===== src/core/tx_flags_pkg.sv =====
/*
  constants, field layout and state codes shared by the transmitter's
  user-side framer, its fifo and its octet boundary chain.
  assumes a single lane clock and word-aligned register addresses.
*/
package tx_flags_pkg;
  localparam int OCTET_W          = 8;
  localparam int LOW_LANE_W       = 16;
  localparam int HIGH_LANE_W      = 32;
  localparam int DEF_LANES        = 2;
  localparam int FIFO_DEPTH       = 8;
  localparam int SYNC_STAGES      = 3;

  // register bus
  localparam int ADDR_W           = 4;
  localparam int DATA_W           = 32;
  localparam logic [3:0] REG_CONFIG = 4'h0;
  localparam logic [3:0] REG_STATUS = 4'h4;
  localparam logic [3:0] REG_WORDS  = 4'h8;
  localparam logic [3:0] REG_BUILD  = 4'hc;

  // config fields
  localparam int CFG_ENABLE_BIT   = 0;
  localparam int CFG_F_LSB        = 8;
  localparam int CFG_F_W          = 8;
  localparam int CFG_K_LSB        = 16;
  localparam int CFG_K_W          = 5;
  localparam logic       CFG_ENABLE_RST = 1'b0;
  localparam logic [7:0] CFG_F_M1_RST   = 8'h02;
  localparam logic [4:0] CFG_K_M1_RST   = 5'h07;

  // status fields
  localparam int ST_DEMAND_BIT    = 0;
  localparam int ST_VALID_BIT     = 1;
  localparam int ST_RUN_BIT       = 2;
  localparam int ST_UNDERRUN_BIT  = 3;
  localparam int ST_LEVEL_LSB     = 8;
  localparam int ST_FO_LSB        = 16;
  localparam int ST_FK_LSB        = 24;

  // build fields
  localparam int BLD_HIGH_BIT     = 0;
  localparam int BLD_LANES_LSB    = 8;

  typedef enum logic [1:0] {
    ST_IDLE = 2'b01,
    ST_RUN  = 2'b10
  } run_state_t;
endpackage


===== src/core/lane_fifo_if.sv =====
/*
  valid/ready carrier between the framer and its lane fifo.
  assumes both ends run on the lane clock.
*/
`timescale 1ns/1ps
interface lane_fifo_if #(parameter int WIDTH = 32, parameter int LVL_W = 4);
  logic             in_valid;
  logic             in_ready;
  logic [WIDTH-1:0] in_data;
  logic             out_valid;
  logic             out_ready;
  logic [WIDTH-1:0] out_data;
  logic [LVL_W-1:0] level;

  modport fifo (input in_valid, input in_data, input out_ready,
                output in_ready, output out_valid, output out_data,
                output level);
  modport user (output in_valid, output in_data, output out_ready,
                input in_ready, input out_valid, input out_data,
                input level);
endinterface


===== src/core/lane_fifo.sv =====
/*
  lane word fifo: ring of DEPTH words plus a registered output stage.
  assumes DEPTH is a power of two; level counts ring words only.
*/
`timescale 1ns/1ps
module lane_fifo #(
  parameter int WIDTH = 32,
  parameter int DEPTH = 8,
  parameter int LVL_W = 4
) (
  // clock and reset
  input wire logic    sys_clk,
  input wire logic    rst_n,
  // both sides
  lane_fifo_if.fifo   f
);
  localparam int PW = $clog2(DEPTH);

  typedef struct packed {
    logic [DEPTH-1:0][WIDTH-1:0] mem;
    logic [PW-1:0]               rd;
    logic [PW-1:0]               wr;
    logic [LVL_W-1:0]            cnt;
    logic                        out_valid;
    logic [WIDTH-1:0]            out_data;
  } fifo_state_t;

  fifo_state_t s_reg;
  fifo_state_t s_next;
  logic        push;
  logic        load;

  assign f.in_ready  = (s_reg.cnt != LVL_W'(DEPTH));
  assign f.out_valid = s_reg.out_valid;
  assign f.out_data  = s_reg.out_data;
  assign f.level     = s_reg.cnt;

  always_comb begin
    s_next = s_reg;
    push   = f.in_valid && f.in_ready;
    load   = !s_reg.out_valid || f.out_ready;
    if (load) begin
      s_next.out_valid = 1'b0;
      if (s_reg.cnt != '0) begin
        s_next.out_valid = 1'b1;
        s_next.out_data  = s_reg.mem[s_reg.rd];
        s_next.rd        = s_reg.rd + 1'b1;
      end
    end
    if (push) begin
      s_next.mem[s_reg.wr] = f.in_data;
      s_next.wr            = s_reg.wr + 1'b1;
    end
    s_next.cnt = s_reg.cnt + LVL_W'(push)
               - LVL_W'(load && (s_reg.cnt != '0));
  end

  always_ff @(posedge sys_clk) begin
    if (!rst_n) begin
      s_reg <= '0;
    end else begin
      s_reg <= s_next;
    end
  end
endmodule // lane_fifo


===== src/core/boundary_octet.sv =====
/*
  one octet of the boundary chain: marks frame end, multiframe start
  and end for the octet at (fo, fk), and yields the next octet's place.
  purely combinational; assumes fo <= f_m1 and fk <= k_m1.
*/
`timescale 1ns/1ps
module boundary_octet #(
  parameter int FW = 8,
  parameter int KW = 5
) (
  // place of this octet and frame geometry
  input  wire logic [FW-1:0] fo,
  input  wire logic [KW-1:0] fk,
  input  wire logic [FW-1:0] f_m1,
  input  wire logic [KW-1:0] k_m1,
  // marks
  output logic               frame_end,
  output logic               mf_start,
  output logic               mf_end,
  // place of the following octet
  output logic [FW-1:0]      fo_nx,
  output logic [KW-1:0]      fk_nx
);
  always_comb begin
    frame_end = (fo == f_m1);
    mf_start  = (fo == '0) && (fk == '0);
    mf_end    = frame_end && (fk == k_m1);
    fo_nx     = frame_end ? '0 : fo + 1'b1;
    fk_nx     = fk;
    if (frame_end) begin
      fk_nx = (fk == k_m1) ? '0 : fk + 1'b1;
    end
  end
endmodule // boundary_octet


===== src/core/tx_frame_boundary_flags.sv =====
/*
  user side of the link transmitter: takes aligned lane words, keeps
  the frame and multiframe octet count, and shows per byte position the
  frame end and multiframe start/end of the next word it will take.
  assumes user logic sits on sys_clk and puts a word on usr_data_in in
  every cycle following a high usr_ready.
*/
// The register offsets and the address-and-strobe port are this design's own decisions.
`timescale 1ns/1ps
module tx_frame_boundary_flags
  import tx_flags_pkg::*;
#(
  parameter bit HIGH_RATE = 1'b0,
  parameter int LANES     = tx_flags_pkg::DEF_LANES,
  parameter int DEPTH     = tx_flags_pkg::FIFO_DEPTH
) (
  // clock and reset
  input  wire logic                 sys_clk,
  input  wire logic                 rst_n,
  input  wire logic                 half_rate_clock,
  // user data
  input  wire logic [LANES*(HIGH_RATE ? tx_flags_pkg::HIGH_LANE_W
                     : tx_flags_pkg::LOW_LANE_W)-1:0] usr_data_in,
  output logic                      usr_ready,
  // boundary flags for the next word
  output logic [(HIGH_RATE ? 2 : 1)-1:0] multiframe_end_low_flag,
  output logic [(HIGH_RATE ? 2 : 1)-1:0] multiframe_end_high_flag,
  output logic [(HIGH_RATE ? 2 : 1)-1:0] multiframe_start_low_flag,
  output logic [(HIGH_RATE ? 2 : 1)-1:0] multiframe_start_high_flag,
  output logic [(HIGH_RATE ? 2 : 1)-1:0] frame_end_low_flag,
  output logic [(HIGH_RATE ? 2 : 1)-1:0] frame_end_high_flag,
  // lane words towards the scrambler
  output logic [LANES*(HIGH_RATE ? tx_flags_pkg::HIGH_LANE_W
                : tx_flags_pkg::LOW_LANE_W)-1:0] lane_data,
  output logic                      lane_valid,
  input  wire logic                 lane_ready,
  // register port
  input  wire logic [tx_flags_pkg::ADDR_W-1:0] reg_addr,
  input  wire logic [tx_flags_pkg::DATA_W-1:0] reg_wdata,
  input  wire logic                 reg_write,
  input  wire logic                 reg_read,
  output logic [tx_flags_pkg::DATA_W-1:0] reg_rdata
);
  import tx_flags_pkg::*;

  localparam int LANE_W = HIGH_RATE ? HIGH_LANE_W : LOW_LANE_W;
  localparam int W      = HIGH_RATE ? 2 : 1;
  localparam int OCTS   = 2 * W;
  localparam int WORD_W = LANES * LANE_W;
  localparam int LVL_W  = $clog2(DEPTH) + 1;
  localparam int FW     = CFG_F_W;
  localparam int KW     = CFG_K_W;

  typedef struct packed {
    logic [SYNC_STAGES-1:0] hclk_sync;
    run_state_t             state;
    logic                   enable;
    logic [FW-1:0]          f_m1;
    logic [KW-1:0]          k_m1;
    logic                   demand;
    logic                   take;
    logic [FW-1:0]          fo;
    logic [KW-1:0]          fk;
    logic [W-1:0]           mfe_l;
    logic [W-1:0]           mfe_h;
    logic [W-1:0]           mfs_l;
    logic [W-1:0]           mfs_h;
    logic [W-1:0]           fe_l;
    logic [W-1:0]           fe_h;
    logic                   underrun;
    logic                   seen_data;
    logic [DATA_W-1:0]      words;
    logic [DATA_W-1:0]      rdata;
  } core_state_t;

  core_state_t st_reg;
  core_state_t st_next;

  lane_fifo_if #(.WIDTH(WORD_W), .LVL_W(LVL_W)) lf ();

  // two octet chains: [0] steps from the held place, [1] marks the
  // place that will be current next cycle
  logic [FW-1:0] ch_fo [2][OCTS+1];
  logic [KW-1:0] ch_fk [2][OCTS+1];
  logic          ch_fe [2][OCTS];
  logic          ch_ms [2][OCTS];
  logic          ch_me [2][OCTS];
  logic [FW-1:0] next_fo;
  logic [KW-1:0] next_fk;

  assign ch_fo[0][0] = st_reg.fo;
  assign ch_fk[0][0] = st_reg.fk;
  assign ch_fo[1][0] = next_fo;
  assign ch_fk[1][0] = next_fk;

  for (genvar c = 0; c < 2; c++) begin : g_chain
    for (genvar j = 0; j < OCTS; j++) begin : g_oct
      boundary_octet #(.FW(FW), .KW(KW)) u_oct (
        .fo        (ch_fo[c][j]),
        .fk        (ch_fk[c][j]),
        .f_m1      (st_reg.f_m1),
        .k_m1      (st_reg.k_m1),
        .frame_end (ch_fe[c][j]),
        .mf_start  (ch_ms[c][j]),
        .mf_end    (ch_me[c][j]),
        .fo_nx     (ch_fo[c][j+1]),
        .fk_nx     (ch_fk[c][j+1])
      );
    end
  end

  lane_fifo #(.WIDTH(WORD_W), .DEPTH(DEPTH), .LVL_W(LVL_W)) u_fifo (
    .sys_clk (sys_clk),
    .rst_n   (rst_n),
    .f       (lf.fifo)
  );

  // the word is written the cycle it arrives; no hold-off from in_ready
  // is possible there, so demand is only raised with room reserved
  assign lf.in_valid  = st_reg.take;
  assign lf.in_data   = usr_data_in;
  assign lf.out_ready = lane_ready;

  assign usr_ready                  = st_reg.demand;
  assign multiframe_end_low_flag    = st_reg.mfe_l;
  assign multiframe_end_high_flag   = st_reg.mfe_h;
  assign multiframe_start_low_flag  = st_reg.mfs_l;
  assign multiframe_start_high_flag = st_reg.mfs_h;
  assign frame_end_low_flag         = st_reg.fe_l;
  assign frame_end_high_flag        = st_reg.fe_h;
  assign lane_data                  = lf.out_data;
  assign lane_valid                 = lf.out_valid;
  assign reg_rdata                  = st_reg.rdata;

  always_comb begin
    logic             slot;
    logic             room;
    logic             cfg_wr;
    logic [LVL_W+1:0] used;
    room    = 1'b0;
    used    = '0;
    st_next = st_reg;
    slot    = 1'b1;
    cfg_wr  = reg_write && (reg_addr == REG_CONFIG);

    // first stage feeds only the second; edge looks at later stages
    st_next.hclk_sync = {st_reg.hclk_sync[SYNC_STAGES-2:0],
                         half_rate_clock};
    if (HIGH_RATE) begin
      slot = st_reg.hclk_sync[1] && !st_reg.hclk_sync[2];
    end

    // place of the word taken next: advance past the word now due
    next_fo = st_reg.demand ? ch_fo[0][OCTS] : st_reg.fo;
    next_fk = st_reg.demand ? ch_fk[0][OCTS] : st_reg.fk;

    // ring words plus the two writes already promised
    used = (LVL_W+2)'(lf.level) + (LVL_W+2)'(st_reg.take)
         + (LVL_W+2)'(st_reg.demand);
    room = (used < (LVL_W+2)'(DEPTH)) && lf.in_ready;

    st_next.take = st_reg.demand;
    if (st_reg.take) begin
      st_next.words = st_reg.words + 32'h1;
    end

    unique case (st_reg.state)
      ST_IDLE: begin
        st_next.demand = 1'b0;
        st_next.fo     = '0;
        st_next.fk     = '0;
        if (st_reg.enable && !cfg_wr) begin
          st_next.state = ST_RUN;
        end
      end
      ST_RUN: begin
        st_next.fo     = next_fo;
        st_next.fk     = next_fk;
        st_next.demand = room && slot;
        // geometry change restarts counting from a multiframe start
        if (!st_reg.enable || cfg_wr) begin
          st_next.state  = ST_IDLE;
          st_next.demand = 1'b0;
        end
      end
    endcase

    // flags always go with demand: they name the word of next cycle
    st_next.mfe_l = '0;
    st_next.mfe_h = '0;
    st_next.mfs_l = '0;
    st_next.mfs_h = '0;
    st_next.fe_l  = '0;
    st_next.fe_h  = '0;
    if (st_next.demand) begin
      for (int b = 0; b < W; b++) begin
        st_next.mfe_l[b] = ch_me[1][2*b];
        st_next.mfe_h[b] = ch_me[1][2*b+1];
        st_next.mfs_l[b] = ch_ms[1][2*b];
        st_next.mfs_h[b] = ch_ms[1][2*b+1];
        st_next.fe_l[b]  = ch_fe[1][2*b];
        st_next.fe_h[b]  = ch_fe[1][2*b+1];
      end
    end

    // serializer asking while nothing is staged after data flowed
    if (lf.out_valid) begin
      st_next.seen_data = 1'b1;
    end
    if (reg_write && (reg_addr == REG_STATUS)
        && reg_wdata[ST_UNDERRUN_BIT]) begin
      st_next.underrun = 1'b0;
    end
    if (st_reg.seen_data && lane_ready && !lf.out_valid) begin
      st_next.underrun = 1'b1;
    end

    if (cfg_wr) begin
      st_next.enable = reg_wdata[CFG_ENABLE_BIT];
      st_next.f_m1   = reg_wdata[CFG_F_LSB +: CFG_F_W];
      st_next.k_m1   = reg_wdata[CFG_K_LSB +: CFG_K_W];
    end

    // read data stands only in the cycle after the strobe
    st_next.rdata = '0;
    if (reg_read) begin
      unique case (reg_addr)
        REG_CONFIG: begin
          st_next.rdata[CFG_ENABLE_BIT]       = st_reg.enable;
          st_next.rdata[CFG_F_LSB +: CFG_F_W] = st_reg.f_m1;
          st_next.rdata[CFG_K_LSB +: CFG_K_W] = st_reg.k_m1;
        end
        REG_STATUS: begin
          st_next.rdata[ST_DEMAND_BIT]          = st_reg.demand;
          st_next.rdata[ST_VALID_BIT]           = lf.out_valid;
          st_next.rdata[ST_RUN_BIT]             = st_reg.state == ST_RUN;
          st_next.rdata[ST_UNDERRUN_BIT]        = st_reg.underrun;
          st_next.rdata[ST_LEVEL_LSB +: LVL_W]  = lf.level;
          st_next.rdata[ST_FO_LSB +: FW]        = st_reg.fo;
          st_next.rdata[ST_FK_LSB +: KW]        = st_reg.fk;
        end
        REG_WORDS: begin
          st_next.rdata = st_reg.words;
        end
        REG_BUILD: begin
          st_next.rdata[BLD_HIGH_BIT]      = HIGH_RATE;
          st_next.rdata[BLD_LANES_LSB +: 8] = 8'(LANES);
        end
        default: begin
          st_next.rdata = '0;
        end
      endcase
    end
  end

  always_ff @(posedge sys_clk) begin
    if (!rst_n) begin
      st_reg           <= '0;
      st_reg.state     <= ST_IDLE;
      st_reg.enable    <= CFG_ENABLE_RST;
      st_reg.f_m1      <= CFG_F_M1_RST;
      st_reg.k_m1      <= CFG_K_M1_RST;
    end else begin
      st_reg <= st_next;
    end
  end
endmodule // tx_frame_boundary_flags


===== config.mk =====
export PLATFORM = sky130hd
export DESIGN_NAME = tx_frame_boundary_flags
export DESIGN_NICKNAME = d
export VERILOG_FILES = /design/src/core/tx_flags_pkg.sv /design/src/core/lane_fifo_if.sv /design/src/core/lane_fifo.sv /design/src/core/boundary_octet.sv /design/src/core/tx_frame_boundary_flags.sv
export SDC_FILE = /design/constraint.sdc
export NUM_CORES = 1
export LEC_CHECK = 0
export ABC_AREA = 1
export BUFFER_PORTS_ARGS = -buffer_cell sky130_fd_sc_hd__buf_2
export CORE_MARGIN = 3
export CORE_UTILIZATION = 55
export DETAILED_ROUTE_END_ITERATION = 12
export PLACE_DENSITY_LB_ADDON = 0.25
export SYNTH_ARGS = -nofsm -noshare
export SYNTH_HDL_FRONTEND = slang
export SYNTH_SLANG_ARGS = --single-unit

===== constraint.sdc =====
create_clock -name sys_clk -period 4.47 [get_ports sys_clk]
set_clock_uncertainty 0.15 [all_clocks]
set_input_delay 0.6705 -clock sys_clk [delete_from_list [all_inputs] [get_ports sys_clk]]
set_output_delay 0.6705 -clock sys_clk [all_outputs]
set_load 0.05 [all_outputs]

== After elaboration in Yosys (flattened, before gate mapping) ==
Cells that the tools add are included.
Storage, ports and cells
  input bits: 74
  register bits: 402
Operators by class
  $lt $le $gt $ge: 4
  muxes and demuxes: 31
  $add $sub $neg: 13
  reduce and logical (&&, ||, !) cells: 31
  eq/ne operators: 16
Operators by type and width (number)
  $bwmux W256: 1
  $bmux W32 S3: 1
  $demux W32 S3: 1
  $mux W32: 2
  $mux W5: 7
  $mux W33: 1
  $add A32 B1 Y32 const B: 1
  $eq A8 B8 Y1: 4
  $mux W8: 4
  $pmux W13 S2: 1
  $add A8 B1 Y8 const B: 3
  $eq A5 B5 Y1: 4
  $logic_not A8 Y1: 2
  $pmux W4 S4: 1
  $pmux W8 S2: 1
  $add A5 B1 Y5 const B: 3
  $pmux W5 S3: 1
  $logic_and A1 B1 Y1: 14
  $logic_not A5 Y1: 2
  $eq A4 B4 Y1 const B: 2
  $lt A3 B4 Y1 const B: 2
  $pmux W4 S2: 1
  $reduce_and A2 Y1: 4
  $add A3 B1 Y3 const B: 2
  23 further kinds: 30

== Longest topological paths before layout ==
Gate-level depths: netlist of run 1.
  depth after elaboration: 12
  depth in mapped cells: 34
  depth with buffers taken out: 32

== By module ==
From an unflattened synthesis of run 1, not the netlist that was laid out.
Second synthesis, totals
  cells, all modules: 3543
  area, all modules: 22200.0 µm²
By module, submodules not included
  lane_fifo: instances 1, area an instance 15105.7 µm², seq. area each 5985.7 µm², cells each 2379
  tx_frame_boundary_flags: instances 1, area an instance 4667.0 µm², seq. area each 2062.0 µm², cells each 660
  boundary_octet: instances 4, area an instance 606.8 µm², seq. area each 0.0 µm², cells each 126

== Least setup slack after synthesis of run 1 ==
OpenSTA, ideal clock, no wires.
  path type: register to register
  start: register st_reg (netlist bit ch_fo[44])
  end: register st_reg (netlist bit multiframe_end_high_flag)
  library setup time: 64 ps
  stages on the path, launching flop included: 32
  slack: 1288 ps
  arrival time: 2968 ps
  buffers on the path: 3
  cells stage by stage: dfxtp_1 -> buf_2 -> inv_2 -> nand2_1 -> nand2_1 -> nand2_1 -> nor2_4 -> nand2_4 -> buf_4 -> nand2_1 -> inv_1 -> ha_1 -> nand3_1 -> nor2_1 -> inv_1 -> nand2_1 -> nor2_1 -> o21ai_1 -> nand2_2 -> nand2_1 -> nand2_1 -> nand2_1 -> nor2_2 -> nand2_2 -> buf_6 -> nand3_1 -> nand2_1 -> nor2_1 -> nand3_1 -> nor2_2 -> nand2_1 -> nor2_1
Between the ends
  word-level cells in the longest chain between the ends: 11
  elaborated cells on any way between the ends: 23
  those cells by class: add/sub: 5; eq/ne: 7; mux: 10; reduce/logical: 1
Ends and longest elaborated chain
  start: declaration: line tx_frame_boundary_flags.sv:76  | core_state_t st_reg;
  start signal: assignment: line tx_frame_boundary_flags.sv:264  | st_reg <= st_next;
  parallel branches: the longest is 10 deep, another holds $add A8 B1 Y8
  $logic_and A1 B1 Y1 (*): line boundary_octet.sv:27  | mf_end = frame_end && (fk == k_m1);
Mark *: on every way between the ends.
A chain may end at the register's enable or synchronous reset.

== Worst setup path after layout of run 1 ==
  start: register st_reg (netlist bit ch_fo[45])
  end: register st_reg (netlist bit multiframe_end_high_flag)
Same word-level chain as after synthesis.

==> results of run 1 <==
-- cell usage after synthesis (all sizes together), types with 9 or more instances --
| master | count |
|---|---|
| buf | 78 |
| inv | 316 |
| nor3 | 20 |
| o21ai | 535 |
| clkinv | 9 |
| dfxtp | 402 |
| nand4 | 18 |
| nand2 | 335 |
| a21oi | 350 |
| nand3 | 106 |
| nor2 | 349 |
| ha | 20 |
| clkbuf | 147 |
| xor2 | 11 |
-- final timing paths --
check | to | depth (start not counted) | slack [ns] | start
max | multiframe_end_high_flag | 29 | 0.56 | ch_fo[45]
min | st_reg[87] | 3 | 0.20 | reg_wdata[16]
max reg2reg | multiframe_end_high_flag | 29 | 0.56 | ch_fo[45]
min reg2reg | u_fifo.s_reg[83] | 2 | 0.29 | u_fifo.s_reg[83]
-- per-layer routing --
layer	vias up	wire length (microns)	track usage, %
met5	-	35	0
met2	602	23500	44.7
met4	6	1160	8.21
met1	8063	22200	35.6
li1	8839	-	-
met3	100	3620	4.07
-- power by group through the flow --
stage / registers (W) / logic, W / clock network (W)
floorplan: 0.00386 / 0.00175 / 0
global placement: 0.00393 / 0.00213 / 0
detailed placement: 0.00393 / 0.00217 / 0
CTS: 0.00386 / 0.00217 / 0.00354
global route: 0.00387 / 0.00243 / 0.00370
finish: 0.00386 / 0.00219 / 0.00350
-- metrics by stage --
| step | util [%] | area, sq um |
|---|---|---|
| finish | 61.3 | 20700 |
| global route | 61.3 | 20700 |
| CTS | 61.3 | 20700 |
| detailed placement | 57.2 | 19300 |
| global placement | 57.2 | 19300 |
| floorplan | - | 18900 |
-- logic make-up after synthesis --
| logic type | Yosys count | synth area share (%) |
|---|---|---|
| AOI/OAI and AO/OA | 905 | 24.2 |
| xor gates and xnor gates | 17 | 0.786 |
| adders and majority gates | 21 | 1.43 |
| buffers and inverters | 550 | 12.3 |
| DFF | 402 | 42.5 |
| and+or+nand+nor | 845 | 18.8 |
-- worst max-delay path: cells and delay by family, from the launching register on --
family                     cells  cell delay, ns
buffers and inverters          3            0.27
and+or+nand+nor               23            2.56
adders and majority gates      1            0.16
DFF                            1            0.50
AOI/OAI and AO/OA              2            0.21
-- area by class of cell --
class,instances,share of cell area [%]
Multi-Input combinational cell,1788,41.5
Sequential cell,402,39.0
Clock buffer,65,6.05
Inverter,325,5.90
Timing Repair Buffer,154,4.21
Tap cell,448,2.71
Clock inverter,9,0.599
Antenna cell,2,0.0242
==> flow_summary.json, run 1 <==
{
  "outcome": "completed",
  "path_max_fanout": 26,
  "grt_max_degree": 324,
  "path_class": "flop to flop",
  "crit_required_ns": 4.81,
  "fin_cells": 3193,
  "worstSetupStartpointType": "flop",
  "p_leak_nw": 8.31,
  "layout_commonest_cell": "o21ai_0",
  "ir_drop_mv": 0.409,
  "dieWidth_microns": 192,
  "holdBufCountCts": 0,
  "via_per_inst": 5.52,
  "ys_types": 43,
  "track_usage_pct": 26.7,
  "layout.nets": 2809,
  "numCtsBuffers": 43,
  "grt_pass1_wl_microns": 80500,
  "p_per_area_mw_per_mm2": 462,
  "wirelength_microns": 50400,
  "ys_seq_elements": 402,
  "tritoncts": "yes",
  "io_pins": 146,
  "synth_area_sq_mm": 0.0189,
  "layout_common_cells": "o21ai_0 (533), dfxtp_1 (400), a21oi_1 (350)",
  "synthCells": 2740,
  "avgSynthCellArea_sq_um": 6.91,
  "start_util_pct": 56.2,
  "drive_gt1_share_pct": 9.48,
  "path_clk_slew_ns": 0.06,
  "dp.cells": 3117,
  "core_area_sq_mm": 0.0337,
  "synth_edf_count": 0,
  "drt_iter0_drc": 1348,
  "slew_headroom_pct": 13.5,
  "finalCriticalPeriod_ns": 3.91,
  "ff_latch_area_sq_mm": 0.00805,
  "worstMarginPinSlew_ns": 1.30,
  "arrival_ns": 4.25,
  "vias": 17600,
  "power_frac_comb_pct": 22.9,
  "routedWlPerCell_microns": 15.8,
  "die_area_sq_mm": 0.0367,
  "critical_path.most_common_cell": "nand2_1",
  "cts_resized": 0,
  "hpwl_microns": 31000,
  "postCtsSetupBuffers": 0,
  "syn-num-nets": 2835,
  "cpPeakStageDelay_ns": 0.50,
  "antenna_found_initial": 3,
  "hold_ws_ns": 0.205,
  "cts.sinks": 402,
  "port_buffers": 127,
  "switching_power_w": 0.00315,
  "seq_area_frac_synth_pct": 42.5,
  "power_w": 0.00954,
  "crit_slowest_cell": "dfxtp_1",
  "max_freq_mhz": 256,
  "ys.flop_type": "dfxtp_1",
  "yosys.area.top_type_share_pct": 42.5,
  "fin_ws_ns": 0.561,
  "pwr-share-clk_pct": 36.7,
  "multi_input_area_sq_mm": 0.00858,
  "p_sw_share_pct": 33.0,
  "pre_cts_slack_ns": 0.648,
  "async_flop_share_pct": 0,
  "grt_pass1_vias": 15800,
  "period_share_pct": 87.5,
  "drv_slew": 0,
  "hp-class": "input pin to flop",
  "ant_nets": 0,
  "worst_setup_path_end_kind": "flop",
  "rows": 67,
  "drv_cap": 0,
  "ys_warn_count": 0,
  "dr.pass1.iters": 6,
  "p_int_w": 0.00639,
  "area_growth_pct": 9.14,
  "cts_buffer_depth": 3,
  "drc": 0,
  "clkLatencyLatePin_ns": 0.56,
  "hold_viol": 0,
  "fill_cells": 3140,
  "rsz0062_at_grt": "no",
  "setup_viol": 0,
  "h-tree-depth": 2,
  "largest_reg_flops": 262,
  "gp_congestion": 0.881,
  "overflow": 0,
  "pwr-share-seq_pct": 40.4,
  "fin_setup_tns_ns": 0,
  "cts-root-buf": "clkbuf_16",
  "die_h_microns": 192,
  "synth.largest_area_cell": "dfxtp_1",
  "yosys-top-cells-area": "dfxtp_1 (42%), o21ai_0 (14%), a21oi_1 (9.3%)"
}
Power figures use the tool's default switching activity.
==> run 2, diff against run 1 <==
==> constraint.sdc (replaced) <==
create_clock -name sys_clk -period 4.1 [get_ports sys_clk]
set_clock_uncertainty 0.15 [all_clocks]
set_input_delay 0.615 -clock sys_clk [delete_from_list [all_inputs] [get_ports sys_clk]]
set_output_delay 0.615 -clock sys_clk [all_outputs]
set_load 0.05 [all_outputs]
==> run 2 against run 1 <==
  * Largest cell class unchanged
  * Largest power group unchanged
  * Die area did not move
  * Count of clock-buffer cells in the layout rose by 1
  * Cell count rose by 0.44%
==> flow_summary.json, run 2 (synthesized netlist as in run 1, its figures left out) <==
{
  "dieWidth_microns": 192,
  "layout_common_cells": "o21ai_0 (533), dfxtp_1 (398), a21oi_1 (350)",
  "overflow": 0,
  "io_pins": 146,
  "rows": 67,
  "worstSetupStartpointType": "flop",
  "clkLatencyLatePin_ns": 0.56,
  "hold_viol": 0,
  "hpwl_microns": 31200,
  "numCtsBuffers": 43,
  "area_growth_pct": 9.63,
  "gp_congestion": 0.887,
  "period_share_pct": 89.0,
  "drive_gt1_share_pct": 10.2,
  "die_area_sq_mm": 0.0367,
  "slew_headroom_pct": 22.8,
  "drv_slew": 0,
  "rrSetupSlack_ns": 0.45,
  "largest_reg_flops": 262,
  "hp-class": "input pin to flop",
  "track_usage_pct": 26.8,
  "rsz0062_at_grt": "no",
  "max_freq_mhz": 274,
  "utilization_pct": 61.6,
  "port_buffers": 127,
  "path_class": "flop to flop",
  "grt_pass1_vias": 15700,
  "die_h_microns": 192,
  "arrival_ns": 4.00,
  "setup_viol": 0,
  "finalCriticalPeriod_ns": 3.65,
  "min_path_cells": 3,
  "cts.sinks": 402,
  "core_area_sq_mm": 0.0337,
  "crit_required_ns": 4.45,
  "path_buf_inv": 3,
  "fill_cells": 3111,
  "via_per_inst": 5.51,
  "timing.rr.start": "ch_fo[41]",
  "path_clk_slew_ns": 0.06,
  "r2r-end": "multiframe_end_high_flag",
  "grt_pass1_wl_microns": 80600,
  "critical_path.most_common_cell": "nand2_1",
  "worst_setup_path_end_kind": "flop",
  "dr.pass1.iters": 8,
  "tritoncts": "yes",
  "layout.nets": 2822,
  "h-tree-depth": 2,
  "routedWlPerCell_microns": 15.9,
  "holdPathEnd": "st_reg[89]",
  "ant_nets": 0,
  "holdBufCountCts": 0,
  "layout_commonest_cell": "o21ai_0",
  "finalInstanceArea_sq_mm": 0.0208,
  "ir_drop_mv": 0.462,
  "grt_max_degree": 133,
  "drc": 0,
  "outcome": "completed",
  "cts-root-buf": "clkbuf_16",
  "drv_cap": 0,
  "fin_setup_tns_ns": 0,
  "place_area_sq_mm": 0.0193,
  "start_util_pct": 56.2,
  "r2r_cells": 28,
  "cts_buffer_depth": 3,
  "path_max_fanout": 8,
  "cpPeakStageDelay_ns": 0.45,
  "crit_slowest_cell": "dfxtp_1",
  "wirelength_microns": 50900,
  "crit_family": "simple AND/OR/NAND/NOR gates",
  "drt_iter0_drc": 1323,
  "vias": 17700,
  "p_leak_nw": 8.38,
  "p_per_area_mw_per_mm2": 501,
  "antenna_found_initial": 4,
  "worstMarginPinSlew_ns": 1.15,
  "hold_path.startpoint": "reg_wdata[18]"
}
-- run 2: what timing repair did --
| item | CTS | global route |
|---|---|---|
| setup endpoints to repair | 0 | 2 |
| resized for setup | 0 | 4 |
| buffers inserted | 0 | 1 |
-- run 2: cell type report --
| class | count | area, sq um | area share [%] |
|---|---|---|---|
| inverters | 325 | 1220 | 5.88 |
| repair buffers | 166 | 935 | 4.50 |
| multi-input cells | 1789 | 8600 | 41.4 |
| diodes | 1 | 2.50 | 0.0121 |
| clock buffers | 66 | 1270 | 6.13 |
| flip-flops and latches | 402 | 8060 | 38.8 |
| well taps | 448 | 561 | 2.70 |
| clock inverters | 10 | 115 | 0.554 |
-- run 2: metrics by stage --
stage	hold WS (ns)	worst slack (ns)	cells	power, W
2_1_floorplan	0.270	0.918	2740	0.00612
3_3_place_gp	0.279	0.372	3128	0.00661
3_5_place_dp	0.284	0.339	3128	0.00665
4_1_cts	0.124	0.297	3204	0.0104
5_1_grt	0.142	0.000200	3207	0.0109
6_report	0.140	0.450	3207	0.0104
-- run 2: worst max path at each step --
stage	from	end	slack [ns]	cells past startpoint
4_1_cts	st_reg[96]	multiframe_end_high_flag	0.30	29
3_5_place_dp	st_reg[96]	multiframe_end_high_flag	0.34	26
5_1_grt	ch_fo[45]	multiframe_end_high_flag	0.0002	29
2_1_floorplan	ch_fo[44]	multiframe_end_high_flag	0.92	31
3_3_place_gp	st_reg[96]	multiframe_end_high_flag	0.37	29
6_report	ch_fo[41]	multiframe_end_high_flag	0.45	28
-- run 2: worst reg2reg max path: cells and delay by family, from the launching register on --
family	cells	cell delay (ns)
AND/OR/NAND/NOR	23	2.24
flip-flops	1	0.45
adder cells (fa/ha/maj)	1	0.24
buffers and inverters	3	0.31
XOR/XNOR	1	0.17
-- run 2: per-layer routing --
| layer | global-route usage, % | routed length, microns |
|---|---|---|
| met1 | 35.7 | 22400 |
| met2 | 44.2 | 23700 |
| met3 | 4.68 | 3390 |
| met4 | 8.58 | 1320 |
| met5 | 0 | 37 |
-- run 2: where the power goes --
part	switching [W]	internal, W
Combinational	0.00173	0.000660
Sequential	0.000149	0.00406
Clock	0.00160	0.00221
Total	0.00348	0.00693
